## src/pkg/dam_pkg.sv

```systemverilog
// Contract
// - Positive mode drives selected first-group output high
// - Ground mode pulls selected fifth-group output low
// - Differential mode drives n high, n+4 low
// - Five switching configurations are selectable
// - Rotation direction clockwise or counter-clockwise
// - Test menu stops rotation, picks antenna
// - Report baud 2400, 4800, 9600 or 19200
// - Report is CR LF %ddd/q CR LF
// - GPS passes through, cut during reports
// - Returns below quality threshold do not update
// - Green on good signal, red freezes bearing
// - Menu zero press toggles integration off/on
// - Fast integration uses five rotations
// - Menu one press sends one report
// - Menus two/three step integration down/up
// - Menu four calibrates current bearing forward
// - Menus five/six step calibration down/up
// - Jumper removed leaves only report menu
// - Bargraph source external meter or filter
// - Three stored setups, one active
// - Backlight bright or dim
// - Display shows quality, bearing, integration count
// - Potentiometer picks menu, button executes it
package dam_pkg;

  localparam int CLK_HZ = 20_000_000;
  localparam int DEBOUNCE_MS = 10;
  localparam int DEBOUNCE_CYCLES = CLK_HZ / 1000 * DEBOUNCE_MS;
  localparam int ROT_STEP_US = 100;
  localparam int ROT_STEP_CYCLES = CLK_HZ / 1_000_000 * ROT_STEP_US;

  localparam logic [15:0] BAUD_DIV_2400 = 16'(CLK_HZ / 2400);
  localparam logic [15:0] BAUD_DIV_4800 = 16'(CLK_HZ / 4800);
  localparam logic [15:0] BAUD_DIV_9600 = 16'(CLK_HZ / 9600);
  localparam logic [15:0] BAUD_DIV_19200 = 16'(CLK_HZ / 19200);

  localparam logic [3:0] MENU_INTEG_TOGGLE = 4'h0;
  localparam logic [3:0] MENU_REPORT = 4'h1;
  localparam logic [3:0] MENU_INTEG_DEC = 4'h2;
  localparam logic [3:0] MENU_INTEG_INC = 4'h3;
  localparam logic [3:0] MENU_CAL_AUTO = 4'h4;
  localparam logic [3:0] MENU_CAL_DEC = 4'h5;
  localparam logic [3:0] MENU_CAL_INC = 4'h6;
  localparam logic [3:0] MENU_MIN_QUAL = 4'h7;
  localparam logic [3:0] MENU_BACKLIGHT = 4'h8;
  localparam logic [3:0] MENU_BAUD = 4'ha;
  localparam logic [3:0] MENU_BARGRAPH = 4'hb;
  localparam logic [3:0] MENU_SETUP = 4'hc;
  localparam logic [3:0] MENU_DIRECTION = 4'hd;
  localparam logic [3:0] MENU_SWITCHING = 4'he;
  localparam logic [3:0] MENU_ANT_TEST = 4'hf;

  localparam logic [7:0] INTEG_FAST = 8'h05;
  localparam logic [7:0] INTEG_MIN = 8'h01;
  localparam logic [7:0] INTEG_MAX = 8'hff;
  localparam logic [8:0] DEG_FULL = 9'h168;
  localparam logic [3:0] QUAL_MIN = 4'h1;
  localparam logic [3:0] QUAL_MAX = 4'h8;
  localparam logic [1:0] SETUP_LAST = 2'h2;

  localparam logic [7:0] CH_CR = 8'h0d;
  localparam logic [7:0] CH_LF = 8'h0a;
  localparam logic [7:0] CH_PCT = 8'h25;
  localparam logic [7:0] CH_SLASH = 8'h2f;
  localparam logic [7:0] CH_ZERO = 8'h30;
  localparam logic [3:0] REPORT_LAST = 4'h9;

  typedef enum logic [2:0] {
    SW_4_POS = 3'h0,
    SW_4_GND = 3'h1,
    SW_4_DIFF = 3'h2,
    SW_8_POS = 3'h3,
    SW_8_GND = 3'h4
  } dam_switch_e;

  typedef enum logic [1:0] {
    BAUD_2400 = 2'h0,
    BAUD_4800 = 2'h1,
    BAUD_9600 = 2'h2,
    BAUD_19200 = 2'h3
  } dam_baud_e;

  typedef enum logic [0:0] {
    RPT_IDLE = 1'h0,
    RPT_SEND = 1'h1
  } dam_report_e;

  typedef struct packed {
    logic [7:0] integ;
    logic [8:0] cal;
    logic [3:0] min_q;
    dam_baud_e baud;
    logic bar_ext;
    logic ccw;
    dam_switch_e sw_mode;
    logic bright;
  } dam_setup_s;

  localparam dam_setup_s SETUP_RESET = '{integ: 8'h10, cal: 9'h000, min_q: 4'h1, baud: BAUD_4800,
                                         bar_ext: 1'b0, ccw: 1'b0, sw_mode: SW_4_POS, bright: 1'b1};

  typedef struct packed {
    logic [8:0] bearing;
    logic [3:0] quality;
    logic [7:0] returns;
  } dam_display_s;

endpackage

```

## src/hw/dam_antenna_menu_control.sv

```systemverilog
`timescale 1ns/1ps
module dam_antenna_menu_control #(
  parameter int DEBOUNCE_CYCLES = dam_pkg::DEBOUNCE_CYCLES,
  parameter int ROT_STEP_CYCLES = dam_pkg::ROT_STEP_CYCLES
) (
  input wire logic ref_clk,
  input wire logic srst,
  input wire logic ce,
  input wire logic [3:0] menu_pot,
  input wire logic action_button,
  input wire logic menu_select_jumper,
  input wire logic gps_rxd,
  input wire logic [8:0] bearing_in,
  input wire logic [3:0] quality_in,
  input wire logic bearing_valid,
  input wire logic signal_present,
  output logic [3:0] antenna_drive_first,
  output logic [3:0] antenna_drive_fifth,
  output logic pc_txd,
  output logic status_green,
  output dam_pkg::dam_display_s display,
  output logic [3:0] menu_active,
  output logic backlight_bright,
  output logic bargraph_external,
  output logic [1:0] setup_active,
  output logic reporting
);
  logic [3:0] pot_s1_reg;
  logic [3:0] pot_s2_reg;
  logic jmp_s1_reg;
  logic jmp_s2_reg;
  logic gps_s1_reg;
  logic gps_s2_reg;
  logic press;
  logic [3:0] menu_sel;
  dam_pkg::dam_setup_s cur_reg;
  dam_pkg::dam_setup_s slot_reg [0:2];
  logic [1:0] slot_idx_reg;
  logic [1:0] slot_next;
  logic fast_reg;
  logic [2:0] test_ant_reg;
  logic [2:0] ant_idx_reg;
  logic [31:0] rot_cnt_reg;
  logic eight_ant;
  logic [8:0] last_raw_reg;
  logic [8:0] corrected;
  dam_pkg::dam_report_e rpt_state_reg;
  logic [3:0] rpt_idx_reg;
  logic [8:0] rpt_bearing_reg;
  logic [3:0] rpt_q_reg;
  logic [3:0] dig_h;
  logic [3:0] dig_t;
  logic [3:0] dig_u;
  logic [8:0] rem_h;
  logic [7:0] rpt_byte;
  logic [15:0] baud_div;
  logic uart_ready;
  logic uart_txd;
  logic uart_valid;

  always_ff @(posedge ref_clk) begin
    if (srst) begin
      pot_s1_reg <= 4'h0;
      pot_s2_reg <= 4'h0;
      jmp_s1_reg <= 1'b0;
      jmp_s2_reg <= 1'b0;
      gps_s1_reg <= 1'b1;
      gps_s2_reg <= 1'b1;
    end else if (ce) begin
      pot_s1_reg <= menu_pot;
      pot_s2_reg <= pot_s1_reg;
      jmp_s1_reg <= menu_select_jumper;
      jmp_s2_reg <= jmp_s1_reg;
      gps_s1_reg <= gps_rxd;
      gps_s2_reg <= gps_s1_reg;
    end
  end

  // Without the jumper only the report menu is reachable
  assign menu_sel = jmp_s2_reg ? pot_s2_reg : dam_pkg::MENU_REPORT;

  dam_debounce #(
    .STABLE_CYCLES(DEBOUNCE_CYCLES)
  ) u_debounce (
    .ref_clk(ref_clk),
    .srst(srst),
    .ce(ce),
    .raw_in(action_button),
    .press(press)
  );

  assign slot_next = (slot_idx_reg == dam_pkg::SETUP_LAST) ? 2'h0 : slot_idx_reg + 2'h1;

  // Button actions on the live setup; menu 12 saves it and loads the next slot
  always_ff @(posedge ref_clk) begin
    if (srst) begin
      cur_reg <= dam_pkg::SETUP_RESET;
      slot_reg[0] <= dam_pkg::SETUP_RESET;
      slot_reg[1] <= dam_pkg::SETUP_RESET;
      slot_reg[2] <= dam_pkg::SETUP_RESET;
      slot_idx_reg <= 2'h0;
    end else if (ce && press) begin
      case (menu_sel)
        dam_pkg::MENU_INTEG_DEC: begin
          if (cur_reg.integ > dam_pkg::INTEG_MIN) cur_reg.integ <= cur_reg.integ - 8'h1;
        end
        dam_pkg::MENU_INTEG_INC: begin
          if (cur_reg.integ < dam_pkg::INTEG_MAX) cur_reg.integ <= cur_reg.integ + 8'h1;
        end
        dam_pkg::MENU_CAL_AUTO: begin
          cur_reg.cal <= last_raw_reg;
        end
        dam_pkg::MENU_CAL_DEC: begin
          cur_reg.cal <= (cur_reg.cal == 9'h000) ? dam_pkg::DEG_FULL - 9'h1 : cur_reg.cal - 9'h1;
        end
        dam_pkg::MENU_CAL_INC: begin
          cur_reg.cal <= (cur_reg.cal == dam_pkg::DEG_FULL - 9'h1) ? 9'h000 : cur_reg.cal + 9'h1;
        end
        dam_pkg::MENU_MIN_QUAL: begin
          cur_reg.min_q <= (cur_reg.min_q >= dam_pkg::QUAL_MAX) ? dam_pkg::QUAL_MIN
                                                                 : cur_reg.min_q + 4'h1;
        end
        dam_pkg::MENU_BACKLIGHT: begin
          cur_reg.bright <= ~cur_reg.bright;
        end
        dam_pkg::MENU_BAUD: begin
          cur_reg.baud <= dam_pkg::dam_baud_e'(cur_reg.baud + 2'h1);
        end
        dam_pkg::MENU_BARGRAPH: begin
          cur_reg.bar_ext <= ~cur_reg.bar_ext;
        end
        dam_pkg::MENU_SETUP: begin
          slot_reg[slot_idx_reg] <= cur_reg;
          cur_reg <= slot_reg[slot_next];
          slot_idx_reg <= slot_next;
        end
        dam_pkg::MENU_DIRECTION: begin
          cur_reg.ccw <= ~cur_reg.ccw;
        end
        dam_pkg::MENU_SWITCHING: begin
          cur_reg.sw_mode <= (cur_reg.sw_mode == dam_pkg::SW_8_GND) ? dam_pkg::SW_4_POS
                             : dam_pkg::dam_switch_e'(cur_reg.sw_mode + 3'h1);
        end
        default: begin
        end
      endcase
    end
  end

  // Each press in menu zero flips between five-rotation and selected averaging
  always_ff @(posedge ref_clk) begin
    if (srst) begin
      fast_reg <= 1'b0;
    end else if (ce && press && menu_sel == dam_pkg::MENU_INTEG_TOGGLE) begin
      fast_reg <= ~fast_reg;
    end
  end

  assign eight_ant = (cur_reg.sw_mode == dam_pkg::SW_8_POS) || (cur_reg.sw_mode == dam_pkg::SW_8_GND);

  always_ff @(posedge ref_clk) begin
    if (srst) begin
      test_ant_reg <= 3'h0;
    end else if (ce && press && menu_sel == dam_pkg::MENU_ANT_TEST) begin
      test_ant_reg <= eight_ant ? test_ant_reg + 3'h1 : {1'b0, test_ant_reg[1:0] + 2'h1};
    end
  end

  // One index only, so a single antenna is ever selected; wraps at 4 or 8
  always_ff @(posedge ref_clk) begin
    if (srst) begin
      ant_idx_reg <= 3'h0;
      rot_cnt_reg <= 32'h0;
    end else if (ce) begin
      if (menu_sel == dam_pkg::MENU_ANT_TEST) begin
        ant_idx_reg <= test_ant_reg;
        rot_cnt_reg <= 32'h0;
      end else if (rot_cnt_reg == 32'(ROT_STEP_CYCLES - 1)) begin
        rot_cnt_reg <= 32'h0;
        if (eight_ant) begin
          ant_idx_reg <= cur_reg.ccw ? ant_idx_reg - 3'h1 : ant_idx_reg + 3'h1;
        end else begin
          ant_idx_reg <= {1'b0, cur_reg.ccw ? ant_idx_reg[1:0] - 2'h1 : ant_idx_reg[1:0] + 2'h1};
        end
      end else begin
        rot_cnt_reg <= rot_cnt_reg + 32'h1;
      end
    end
  end

  always_ff @(posedge ref_clk) begin
    if (srst) begin
      antenna_drive_first <= 4'h0;
      antenna_drive_fifth <= 4'hf;
    end else if (ce) begin
      case (cur_reg.sw_mode)
        dam_pkg::SW_4_POS: begin
          antenna_drive_first <= 4'h1 << ant_idx_reg[1:0];
          antenna_drive_fifth <= 4'hf;
        end
        dam_pkg::SW_4_GND: begin
          antenna_drive_first <= 4'h0;
          antenna_drive_fifth <= ~(4'h1 << ant_idx_reg[1:0]);
        end
        dam_pkg::SW_4_DIFF: begin
          antenna_drive_first <= 4'h1 << ant_idx_reg[1:0];
          antenna_drive_fifth <= ~(4'h1 << ant_idx_reg[1:0]);
        end
        dam_pkg::SW_8_POS: begin
          antenna_drive_first <= ant_idx_reg[2] ? 4'h0 : 4'h1 << ant_idx_reg[1:0];
          antenna_drive_fifth <= ant_idx_reg[2] ? 4'h1 << ant_idx_reg[1:0] : 4'h0;
        end
        default: begin
          antenna_drive_first <= ant_idx_reg[2] ? 4'hf : ~(4'h1 << ant_idx_reg[1:0]);
          antenna_drive_fifth <= ant_idx_reg[2] ? ~(4'h1 << ant_idx_reg[1:0]) : 4'hf;
        end
      endcase
    end
  end

  // Calibration subtracts the forward offset, modulo a full turn
  assign corrected = (bearing_in >= cur_reg.cal) ? bearing_in - cur_reg.cal
                                                 : bearing_in + (dam_pkg::DEG_FULL - cur_reg.cal);

  always_ff @(posedge ref_clk) begin
    if (srst) begin
      last_raw_reg <= 9'h000;
      status_green <= 1'b0;
      display <= '0;
    end else if (ce) begin
      display.returns <= fast_reg ? dam_pkg::INTEG_FAST : cur_reg.integ;
      if (!signal_present) begin
        status_green <= 1'b0;
      end else if (bearing_valid) begin
        last_raw_reg <= bearing_in;
        display.quality <= quality_in;
        status_green <= (quality_in >= cur_reg.min_q);
        if (quality_in >= cur_reg.min_q) begin
          display.bearing <= corrected;
        end
      end
    end
  end

  always_ff @(posedge ref_clk) begin
    if (srst) begin
      menu_active <= 4'h0;
      backlight_bright <= 1'b1;
      bargraph_external <= 1'b0;
      setup_active <= 2'h0;
    end else if (ce) begin
      menu_active <= menu_sel;
      backlight_bright <= cur_reg.bright;
      bargraph_external <= cur_reg.bar_ext;
      setup_active <= slot_idx_reg;
    end
  end

  // Report digits come from the frozen display bearing captured at the press
  assign dig_h = (rpt_bearing_reg >= 9'h12c) ? 4'h3 : (rpt_bearing_reg >= 9'h0c8) ? 4'h2 :
                 (rpt_bearing_reg >= 9'h064) ? 4'h1 : 4'h0;
  // Widen before the product so three hundreds does not wrap
  assign rem_h = rpt_bearing_reg - 9'(dig_h) * 9'h064;
  assign dig_t = 4'(rem_h / 9'h00a);
  assign dig_u = 4'(rem_h % 9'h00a);

  always_comb begin
    case (rpt_idx_reg)
      4'h0: rpt_byte = dam_pkg::CH_CR;
      4'h1: rpt_byte = dam_pkg::CH_LF;
      4'h2: rpt_byte = dam_pkg::CH_PCT;
      4'h3: rpt_byte = dam_pkg::CH_ZERO + {4'h0, dig_h};
      4'h4: rpt_byte = dam_pkg::CH_ZERO + {4'h0, dig_t};
      4'h5: rpt_byte = dam_pkg::CH_ZERO + {4'h0, dig_u};
      4'h6: rpt_byte = dam_pkg::CH_SLASH;
      4'h7: rpt_byte = dam_pkg::CH_ZERO + {4'h0, rpt_q_reg};
      4'h8: rpt_byte = dam_pkg::CH_CR;
      default: rpt_byte = dam_pkg::CH_LF;
    endcase
  end

  always_ff @(posedge ref_clk) begin
    if (srst) begin
      rpt_state_reg <= dam_pkg::RPT_IDLE;
      rpt_idx_reg <= 4'h0;
      rpt_bearing_reg <= 9'h000;
      rpt_q_reg <= 4'h0;
    end else if (ce) begin
      case (rpt_state_reg)
        dam_pkg::RPT_IDLE: begin
          if (press && menu_sel == dam_pkg::MENU_REPORT) begin
            rpt_state_reg <= dam_pkg::RPT_SEND;
            rpt_idx_reg <= 4'h0;
            rpt_bearing_reg <= display.bearing;
            rpt_q_reg <= (display.quality > dam_pkg::QUAL_MAX) ? dam_pkg::QUAL_MAX : display.quality;
          end
        end
        default: begin
          if (uart_ready) begin
            rpt_idx_reg <= rpt_idx_reg + 4'h1;
            if (rpt_idx_reg == dam_pkg::REPORT_LAST) rpt_state_reg <= dam_pkg::RPT_IDLE;
          end
        end
      endcase
    end
  end

  assign uart_valid = (rpt_state_reg == dam_pkg::RPT_SEND);

  always_comb begin
    case (cur_reg.baud)
      dam_pkg::BAUD_2400: baud_div = dam_pkg::BAUD_DIV_2400;
      dam_pkg::BAUD_4800: baud_div = dam_pkg::BAUD_DIV_4800;
      dam_pkg::BAUD_9600: baud_div = dam_pkg::BAUD_DIV_9600;
      default: baud_div = dam_pkg::BAUD_DIV_19200;
    endcase
  end

  dam_uart_tx u_uart (
    .ref_clk(ref_clk),
    .srst(srst),
    .ce(ce),
    .divisor(baud_div),
    .data(rpt_byte),
    .valid(uart_valid),
    .ready(uart_ready),
    .txd(uart_txd)
  );

  // GPS is cut mid-character if need be; the report has priority on the line
  always_ff @(posedge ref_clk) begin
    if (srst) begin
      pc_txd <= 1'b1;
      reporting <= 1'b0;
    end else if (ce) begin
      reporting <= uart_valid || !uart_ready;
      pc_txd <= (uart_valid || !uart_ready) ? uart_txd : gps_s2_reg;
    end
  end
endmodule

```

## src/hw/dam_debounce.sv

```systemverilog
`timescale 1ns/1ps
module dam_debounce #(
  parameter int STABLE_CYCLES = dam_pkg::DEBOUNCE_CYCLES
) (
  input wire logic ref_clk,
  input wire logic srst,
  input wire logic ce,
  input wire logic raw_in,
  output logic press
);
  logic s1_reg;
  logic s2_reg;
  logic stable_reg;
  logic [31:0] cnt_reg;

  always_ff @(posedge ref_clk) begin
    if (srst) begin
      s1_reg <= 1'b0;
      s2_reg <= 1'b0;
    end else if (ce) begin
      s1_reg <= raw_in;
      s2_reg <= s1_reg;
    end
  end

  // Input must hold its new level for the whole window, so bounce gives one press
  always_ff @(posedge ref_clk) begin
    if (srst) begin
      stable_reg <= 1'b0;
      cnt_reg <= 32'h0;
      press <= 1'b0;
    end else if (ce) begin
      press <= 1'b0;
      if (s2_reg == stable_reg) begin
        cnt_reg <= 32'h0;
      end else if (cnt_reg == 32'(STABLE_CYCLES - 1)) begin
        cnt_reg <= 32'h0;
        stable_reg <= s2_reg;
        press <= s2_reg;
      end else begin
        cnt_reg <= cnt_reg + 32'h1;
      end
    end
  end
endmodule

```

## src/hw/dam_uart_tx.sv

```systemverilog
`timescale 1ns/1ps
module dam_uart_tx (
  input wire logic ref_clk,
  input wire logic srst,
  input wire logic ce,
  input wire logic [15:0] divisor,
  input wire logic [7:0] data,
  input wire logic valid,
  output logic ready,
  output logic txd
);
  logic [9:0] shift_reg;
  logic [3:0] bits_reg;
  logic [15:0] baud_reg;

  assign ready = (bits_reg == 4'h0);

  // 8N1 framing, LSB first; divisor is read live, so change baud only while idle
  always_ff @(posedge ref_clk) begin
    if (srst) begin
      shift_reg <= 10'h3ff;
      bits_reg <= 4'h0;
      baud_reg <= 16'h0;
      txd <= 1'b1;
    end else if (ce) begin
      if (ready) begin
        txd <= 1'b1;
        if (valid) begin
          shift_reg <= {1'b1, data, 1'b0};
          bits_reg <= 4'ha;
          baud_reg <= 16'h0;
        end
      end else begin
        txd <= shift_reg[0];
        if (baud_reg == divisor - 16'h1) begin
          baud_reg <= 16'h0;
          shift_reg <= {1'b1, shift_reg[9:1]};
          bits_reg <= bits_reg - 4'h1;
        end else begin
          baud_reg <= baud_reg + 16'h1;
        end
      end
    end
  end
endmodule

```

## config.mk

```make
export PLATFORM = sky130hd
export DESIGN_NAME = dam_antenna_menu_control
export DESIGN_NICKNAME = d
export VERILOG_FILES = /design/src/pkg/dam_pkg.sv /design/src/hw/dam_antenna_menu_control.sv /design/src/hw/dam_debounce.sv /design/src/hw/dam_uart_tx.sv
export SDC_FILE = /design/constraint.sdc
export NUM_CORES = 1
export LEC_CHECK = 0
export ABC_AREA = 1
export BUFFER_PORTS_ARGS = -buffer_cell sky130_fd_sc_hd__clkbuf_2
export CORE_AREA = 5 5 184 186
export DETAILED_ROUTE_END_ITERATION = 10
export DIE_AREA = 0 0 189 191
export PLACE_DENSITY = 0.74
export SLEW_MARGIN = 20
export SYNTH_ARGS = -nofsm -noshare
export SYNTH_HDL_FRONTEND = slang
export SYNTH_HIERARCHICAL = 1
export SYNTH_SLANG_ARGS = --single-unit
```

## constraint.sdc

```tcl
create_clock -name ref_clk -period 4.1 [get_ports ref_clk]
set_input_delay 0.205 -clock ref_clk [delete_from_list [all_inputs] [get_ports ref_clk]]
set_output_delay 0.205 -clock ref_clk [all_outputs]
set_load 0.03 [all_outputs]
```

==> Implementation_results.wiki, run 1 <==
{| class="wikitable"
! Metric !! Value
|-
| Final Non-Filler Cells || 2,911
|-
| Leak Pwr || 0.00801 µW
|-
| Count of antenna diodes in the layout || 0
|-
| Post-synthesis cell count || 2,360
|-
| Async set-reset flop share out of synthesis || 0%
|-
| TritonRoute pass-1 iters || 6
|-
| Post-Synthesis Mean Instance Area || 7.31 µm²
|-
| Most common cell after layout, fill and taps aside || nand2_1
|-
| Commonest non-fill, non-tap cells in the layout || 493 x nand2_1, 309 x nor2_1, 247 x inv_1
|-
| Final layout net count || 2,567
|-
| Final-report max-slew violation count || 0
|-
| RR Startpoint || rpt_bearing_reg[4]
|-
| Effective utilization at floorplan || 53.7%
|-
| Slew at the pin with the worst max-slew slack || 0.891 ns
|-
| Layout overhead on the synthesized area || 15.1%
|-
| Area of placed instances || 0.0182 mm²
|-
| Count of flip-flops with a built-in enable after synthesis || 87
|-
| WHS || 0.0133 ns
|-
| Wire length of the first global-routing pass || 74,100 µm
|-
| CTS buffer count || 35
|-
| # Max-Cap Violations || 0
|-
| Count of unique library cells instantiated by Yosys || 65
|-
| Antenna violations before repair || 0
|-
| Kind of launch point of the worst setup path || flop
|-
| Cell area after synthesis || 0.0172 mm²
|-
| Status || finished with violations
|-
| Number of flip-flops in the largest register || 87
|-
| Total power divided by cell area || 345 mW/mm²
|-
| Hpwl dp || 30,700 µm
|-
| Capturing point of the worst reg2reg path || u_uart/shift_reg[3]
|-
| Kind of cell adding the most delay to the critical path || simple AND/OR/NAND/NOR gates
|-
| Worst Path Class, Setup || reg -> reg
|-
| Violated checks || setup timing
|-
| Max FO, Critical Path || 4
|-
| Path type of the worst min-delay path || in -> reg
|-
| Overall die area || 0.0361 mm²
|-
| Setup Slack @ Placement || -0.422 ns
|-
| Last weighted congestion value of the routability-driven placer || 0.913
|-
| Crit path buf inv count || 7
|-
| Final Setup Violations || 4
|-
| Overall power after layout || 6840 µW
|-
| DRC Markers || 0
|-
| Highest cell delay on the worst timing path || 0.43 ns
|-
| Total vias in the final route || 16.0k
|-
| R2r worst-path depth || 45
|-
| All-layer global routing usage || 24.2%
|-
| Commonest register cell after synthesis || dfxtp_1
|-
| Count of buffers inserted at the top-level ports || 64
|-
| Maximum number of pins on one net before global-route repair || 82
|-
| # IOs || 65
|-
| Worst clock skew on the final layout || 0.0119 ns
|-
| RSZ-0062 raised after global routing || yes
|-
| Least setup slack across all paths after layout || -0.525 ns
|-
| Cell repeated most along the worst path || nand2_2
|-
| Total wire length after detailed routing || 44,700 µm
|-
| Required @ worst endpoint || 4.46 ns
|-
| Chip height || 191 µm
|-
| TritonCTS clock tree || yes
|-
| Overflow after GRT || 0
|-
| Critical Path AT || 4.98 ns
|-
| Time the worst path needs with I/O delays and setup || 4.63 ns
|-
| Standard-cell row count || 66
|-
| Via count of the first global-routing pass || 15.4k
|-
| Post-Layout Inst Area || 0.0198 mm²
|-
| Num Clock Sinks || 302
|-
| Part of the Yosys area used for sequential elements || 40.1%
|-
| Ratio of cells with drive above 1 in the final layout || 14.6%
|-
| Hold Vio Cnt, Final || 0
|-
| Vias per std cell || 5.50
|-
| Slew Limit Headroom || 40.5%
|-
| Clock transition at path regs || 0.06 ns
|-
| DRT iter0 DRCs || 1,242
|-
| DIE WIDTH || 189 µm
|-
| Critical path launch point || rpt_bearing_reg[4]
|-
| Worst Hold Launch || menu_pot[1]
|-
| Final worst-path cycle share || 113%
|-
| Average routed wire per standard cell || 15.4 µm
|-
| Worst-case register-to-register setup slack || -0.53 ns
|-
| Cell at the slowest stage of the critical path || fa_2
|-
| Min-Delay Endpoint || pot_s1_reg[1]
|-
| Number of warnings reported in the yosys synthesis log || 6
|-
| # placed instances || 2,821
|-
| Capturing element type of the critical path || flop
|-
| Number of cells on the worst hold path || 3
|-
| Clk_lat worst skew || 0.51 ns
|-
| DRT antenna net count || 0
|-
| Register bit total from synthesis || 302
|-
| Max clock buf depth || 3
|-
| Top achievable clock speed || 216 MHz
|-
| Core area || 0.0321 mm²
|-
| Level count of the clock H-tree || 2
|-
| Peak supply drop || 338 µV
|-
| Cell chosen for the clock root || clkbuf_16
|}
==> Yosys cell counts, types with 8 or more instances <==
cell / number / area, µm²
clkbuf_1: 59 / 221
o211ai_1: 19 / 143
edfxtp_1: 87 / 2610
a221oi_1: 8 / 70.1
ha_1: 57 / 713
inv_2: 14 / 52.6
xor2_1: 44 / 385
nor2_4: 8 / 90.1
o21ai_0: 138 / 691
dfxtp_1: 215 / 4300
nand2_1: 516 / 1940
a31oi_1: 22 / 138
a22oi_1: 23 / 173
xnor2_1: 18 / 158
nor4_1: 15 / 93.8
nand4_1: 33 / 206
fa_1: 8 / 160
or2_2: 10 / 62.6
nand3_1: 150 / 751
inv_1: 251 / 942
a21oi_1: 143 / 716
nor3_1: 34 / 170
nor2_2: 29 / 181
clkinv_1: 13 / 48.8
nor2_1: 315 / 1180
nand2_2: 25 / 156
==> per-layer routing <==
layer	GRT usage, %	routed length (µm)
met1	32.8	20200
met2	41.0	21000
met3	3.10	2550
met4	6.47	943
met5	0	0
==> cells by family after synthesis <==
kind of cell	after synthesis	share of synthesized area, %
buffers and inverters	356	8.19
other	1	0.0217
and+or+nand+nor	1171	29.9
adders and majority gates	65	5.06
xor gates and xnor gates	64	3.38
AOI/OAI and AO/OA	401	13.4
DFF	302	40.1
==> per-stage QoR <==
step / utilization, % / setup TNS (ns)
3_3_place_gp: 56.7 / -0.716
3_5_place_dp: 56.7 / -1.61
4_1_cts: 61.2 / -0.915
2_1_floorplan: - / -0.178
6_report: 61.8 / -1.96
5_1_grt: 61.8 / -3.53
==> worst max-delay path by stage <==
stage / to / slack [ns] / cells after the start
6_report: u_uart/shift_reg[3] / -0.53 / 45
5_1_grt: u_uart/shift_reg[2] / -0.91 / 45
4_1_cts: u_uart/shift_reg[3] / -0.25 / 51
3_5_place_dp: u_uart/shift_reg[4] / -0.42 / 46
3_3_place_gp: u_uart/shift_reg[3] / -0.19 / 44
2_1_floorplan: u_uart/shift_reg[3] / -0.05 / 49
==> cell type report <==
cell class | count | area, µm²
sequential | 302 | 6930
inverter | 281 | 1060
fill | 2808 | 12300
clock buffer | 44 | 972
clock inverter | 19 | 191
tap | 408 | 510
multi-input combinational | 1712 | 9230
timing repair buffer | 145 | 951
==> repair_timing <==
action	4_1_cts	5_1_grt
hold buffers	9	0
hold endpoints to repair	9	0
setup buffers	14	4
setup endpoints to repair	4	4
gates resized for setup	23	36
pin swaps	24	26
==> worst register-to-register path: cells and delay by family (launching register included) <==
kind                     cells  cell delay, ns
AO/OA/AOI/OAI                1            0.09
XOR/XNOR                     1            0.23
adder cells (fa/ha/maj)      3            0.69
buffers and inverters        7            0.49
flip-flops                   1            0.40
AND/OR/NAND/NOR             33            2.59
==> power breakdown <==
group	internal [µW]	leakage [µW]	total (µW)	switching (µW)
clock	1880	0.000560	3110	1230
combinational	155	0.00487	519	363
sequential	3160	0.00258	3210	48.9
(Power assumes the default switching activity.)
==> inputs of run 2 (changes only) <==
PLACE_DENSITY = 0.71   (was 0.74)
TNS_END_PERCENT = 10   (was default)
clock period = 5.3 ns   (was 4.1 ns; I/O delays follow)
==> run 2 against run 1 <==
  * The flow now finishes without violations
  * Combinational power is 24% lower
  * Non-clock buffer count is 58 lower
  * Cell area decreased by 3.3%
  * Clock skew grew 0.00081 ns
  * Sequential power fell by 23%
  * Wire length decreased by 2.6%
  * Clock power shrank 20%
  * Critical path depth shrank 1
  * Final cell count is 2.0% lower
  * Largest power group is now the clock network
  * Largest cell class unchanged
==> Implementation_results.wiki, run 2 (synthesis gave the netlist of run 1 again) <==
{| class="wikitable"
! Metric !! Value
|-
| Ratio of cells with drive above 1 in the final layout || 11.5% (was 14.6%)
|-
| Worst Hold Launch || gps_rxd (was menu_pot[1])
|-
| Vias per std cell || 5.53 (was 5.50)
|-
| Count of buffers inserted at the top-level ports || 64 (unchanged)
|-
| Final Setup Violations || 0 (was 4)
|-
| Most common cell after layout, fill and taps aside || nand2_1 (unchanged)
|-
| Capturing element type of the critical path || flop (unchanged)
|-
| Kind of cell adding the most delay to the critical path || simple AND/OR/NAND/NOR gates (unchanged)
|-
| R2r worst-path depth || 44 (was 45)
|-
| Total vias in the final route || 15.8k (was 16.0k)
|-
| DRC Markers || 0 (unchanged)
|-
| Last weighted congestion value of the routability-driven placer || 0.914 (was 0.913)
|-
| Hpwl dp || 30,100 µm (was 30,700 µm)
|-
| TritonRoute pass-1 iters || 5 (was 6)
|-
| Average routed wire per standard cell || 15.3 µm (was 15.4 µm)
|-
| Top achievable clock speed || 209 MHz (was 216 MHz)
|-
| Crit path buf inv count || 6 (was 7)
|-
| WHS || 0.0100 ns (was 0.0133 ns)
|-
| TritonCTS clock tree || yes (unchanged)
|-
| Final layout net count || 2,508 (was 2,567)
|-
| Path type of the worst min-delay path || in -> reg (unchanged)
|-
| Switching power of the nets || 1270 µW (was 1640 µW)
|-
| Commonest non-fill, non-tap cells in the layout || 510 x nand2_1, 312 x nor2_1, 251 x inv_1 (was 493 x nand2_1, 309 x nor2_1, 247 x inv_1)
|-
| Effective utilization at floorplan || 53.7% (unchanged)
|-
| Slew Limit Headroom || 29.9% (was 40.5%)
|-
| Cell at the slowest stage of the critical path || fa_2 (unchanged)
|-
| Standard-cell row count || 66 (unchanged)
|-
| CTS buffer count || 34 (was 35)
|-
| Final-report max-slew violation count || 0 (unchanged)
|-
| Via count of the first global-routing pass || 14.9k (was 15.4k)
|-
| Hold Vio Cnt, Final || 0 (unchanged)
|-
| Post-Layout Inst Area || 0.0192 mm² (was 0.0198 mm²)
|-
| Sw Share || 23.6% (was 24.0%)
|-
| Antenna violations before repair || 0 (unchanged)
|-
| Leak Pwr || 0.00770 µW (was 0.00801 µW)
|-
| Peak supply drop || 344 µV (was 338 µV)
|-
| Setup Slack @ Placement || 0.244 ns (was -0.422 ns)
|-
| Worst-case register-to-register setup slack || 0.52 ns (was -0.53 ns)
|-
| Layout overhead on the synthesized area || 11.3% (was 15.1%)
|-
| Time the worst path needs with I/O delays and setup || 4.78 ns (was 4.63 ns)
|-
| Max FO, Critical Path || 5 (was 4)
|-
| Kind of launch point of the worst setup path || flop (unchanged)
|-
| Highest cell delay on the worst timing path || 0.42 ns (was 0.43 ns)
|-
| Level count of the clock H-tree || 2 (unchanged)
|-
| Maximum number of pins on one net before global-route repair || 82 (unchanged)
|-
| Total power divided by cell area || 279 mW/mm² (was 345 mW/mm²)
|-
| Num Clock Sinks || 302 (unchanged)
|-
| RR Startpoint || rpt_bearing_reg[3] (was rpt_bearing_reg[4])
|-
| Core area || 0.0321 mm² (unchanged)
|-
| Number of inserted filler cells in the final layout || 2,948 (was 2,808)
|-
| Critical Path AT || 5.22 ns (was 4.98 ns)
|-
| Area of placed instances || 0.0179 mm² (was 0.0182 mm²)
|-
| Cell repeated most along the worst path || nand2_1 (was nand2_2)
|-
| Max clock buf depth || 3 (unchanged)
|-
| Relative contribution of the clock network to total power || 46.4% (was 45.5%)
|-
| Clk_lat worst skew || 0.52 ns (was 0.51 ns)
|-
| Reg power frac || 46.3% (was 46.9%)
|-
| Count of antenna diodes in the layout || 0 (unchanged)
|-
| Required @ worst endpoint || 5.74 ns (was 4.46 ns)
|-
| Chip height || 191 µm (unchanged)
|-
| Wire length of the first global-routing pass || 72,300 µm (was 74,100 µm)
|-
| DIE WIDTH || 189 µm (unchanged)
|-
| Internal power summed over all cells || 4090 µW (was 5200 µW)
|-
| Number of flip-flops in the largest register || 87 (unchanged)
|-
| Final worst-path cycle share || 90.3% (was 113%)
|-
| Status || complete, no violations (was finished with violations)
|-
| Overall die area || 0.0361 mm² (unchanged)
|-
| Number of cells on the worst hold path || 3 (unchanged)
|-
| DRT iter0 DRCs || 1,216 (was 1,242)
|-
| Comb power frac || 7.3% (was 7.6%)
|-
| Least setup slack across all paths after layout || 0.517 ns (was -0.525 ns)
|-
| Cell chosen for the clock root || clkbuf_16 (unchanged)
|-
| DRT antenna net count || 0 (unchanged)
|-
| Worst Path Class, Setup || reg -> reg (unchanged)
|-
| # Max-Cap Violations || 0 (unchanged)
|-
| Worst clock skew on the final layout || 0.0127 ns (was 0.0119 ns)
|-
| # IOs || 65 (unchanged)
|-
| Total wire length after detailed routing || 43,500 µm (was 44,700 µm)
|-
| All-layer global routing usage || 23.7% (was 24.2%)
|-
| Total negative slack for setup checks || 0 ns (was -1.96 ns)
|-
| Clock transition at path regs || 0.06 ns (about the same)
|-
| Slew at the pin with the worst max-slew slack || 1.05 ns (was 0.891 ns)
|-
| Capturing point of the worst reg2reg path || u_uart/shift_reg[4] (was u_uart/shift_reg[3])
|-
| Overflow after GRT || 0 (unchanged)
|-
| Min-Delay Endpoint || gps_s1_reg (was pot_s1_reg[1])
|}
==> run 2: changes by cell type in the layout (fill, tap and decap cells not counted), sizes merged <==
cell / previous run / this run
buf: 73 / 24
dlygate4sd3: 9 / 1
clkinvlp: 4 / 1
bufinv: 3 / 4
clkbuf: 107 / 108
clkinv: 24 / 23
==> run 2: how the worst max path moves through the flow <==
| stage | startpoint | to | slack (ns) | depth (start not counted) |
|---|---|---|---|---|
| floorplan | rpt_bearing_reg[4] | u_uart/shift_reg[3] | 1.02 | 45 |
| global placement | rpt_bearing_reg[4] | u_uart/shift_reg[3] | 0.67 | 47 |
| detailed placement | rpt_bearing_reg[4] | u_uart/shift_reg[4] | 0.24 | 47 |
| CTS | rpt_bearing_reg[4] | u_uart/shift_reg[4] | 0.22 | 47 |
| global route | rpt_bearing_reg[3] | u_uart/shift_reg[2] | -0.05 | 49 |
| finish | rpt_bearing_reg[3] | u_uart/shift_reg[4] | 0.52 | 44 |
==> run 2: per-stage QoR <==
stage	total power (µW)	util (%)	std cells
floorplan	2820	-	2370
global placement	2910	55.7	2783
detailed placement	2920	55.7	2783
CTS	5400	59.4	2846
global route	5550	59.7	2852
finish	5360	59.7	2852
==> run 2: power by group through the flow <==
stage / Sequential [µW] / Combinational [µW] / Clock (µW)
finish: 2480 / 392 / 2490
global route: 2490 / 440 / 2630
CTS: 2480 / 393 / 2530
detailed placement: 2530 / 390 / 0
global placement: 2530 / 383 / 0
floorplan: 2550 / 272 / 0
==> run 2: worst reg2reg max path, delay by kind of cell (launching register included) <==
kind                     cells  cell delay, ns
AND/OR/NAND/NOR             34            3.08
flip-flops                   1            0.36
buffers and inverters        6            0.38
adder cells (fa/ha/maj)      3            0.74
AO/OA/AOI/OAI                1            0.15
==> run 2: metal layers <==
layer / vias to the layer above / GRT usage, % / share of wire, %
met4: 0 / 5.80 / 1.7
met1: 7381 / 33.3 / 47
met3: 69 / 3.01 / 5.7
met5: - / 0 / 0
met2: 426 / 39.3 / 46
li1: 7894 / - / -
==> run 2: layout make-up <==
class	count	area, µm²	area share (%)
Clock inverter	16	184	0.958
Clock buffer	46	1010	5.26
Multi-Input combinational cell	1712	9010	46.9
Timing Repair Buffer	87	495	2.58
Tap cell	408	510	2.66
Inverter	281	1060	5.53
Sequential cell	302	6930	36.1
==> run 2: timing repair <==
item	4_1_cts	5_1_grt
endpoints found under the setup margin	0	4
endpoints found under the hold margin	1	0
setup buffers	0	6
hold buffers	1	0
resized for setup	0	19
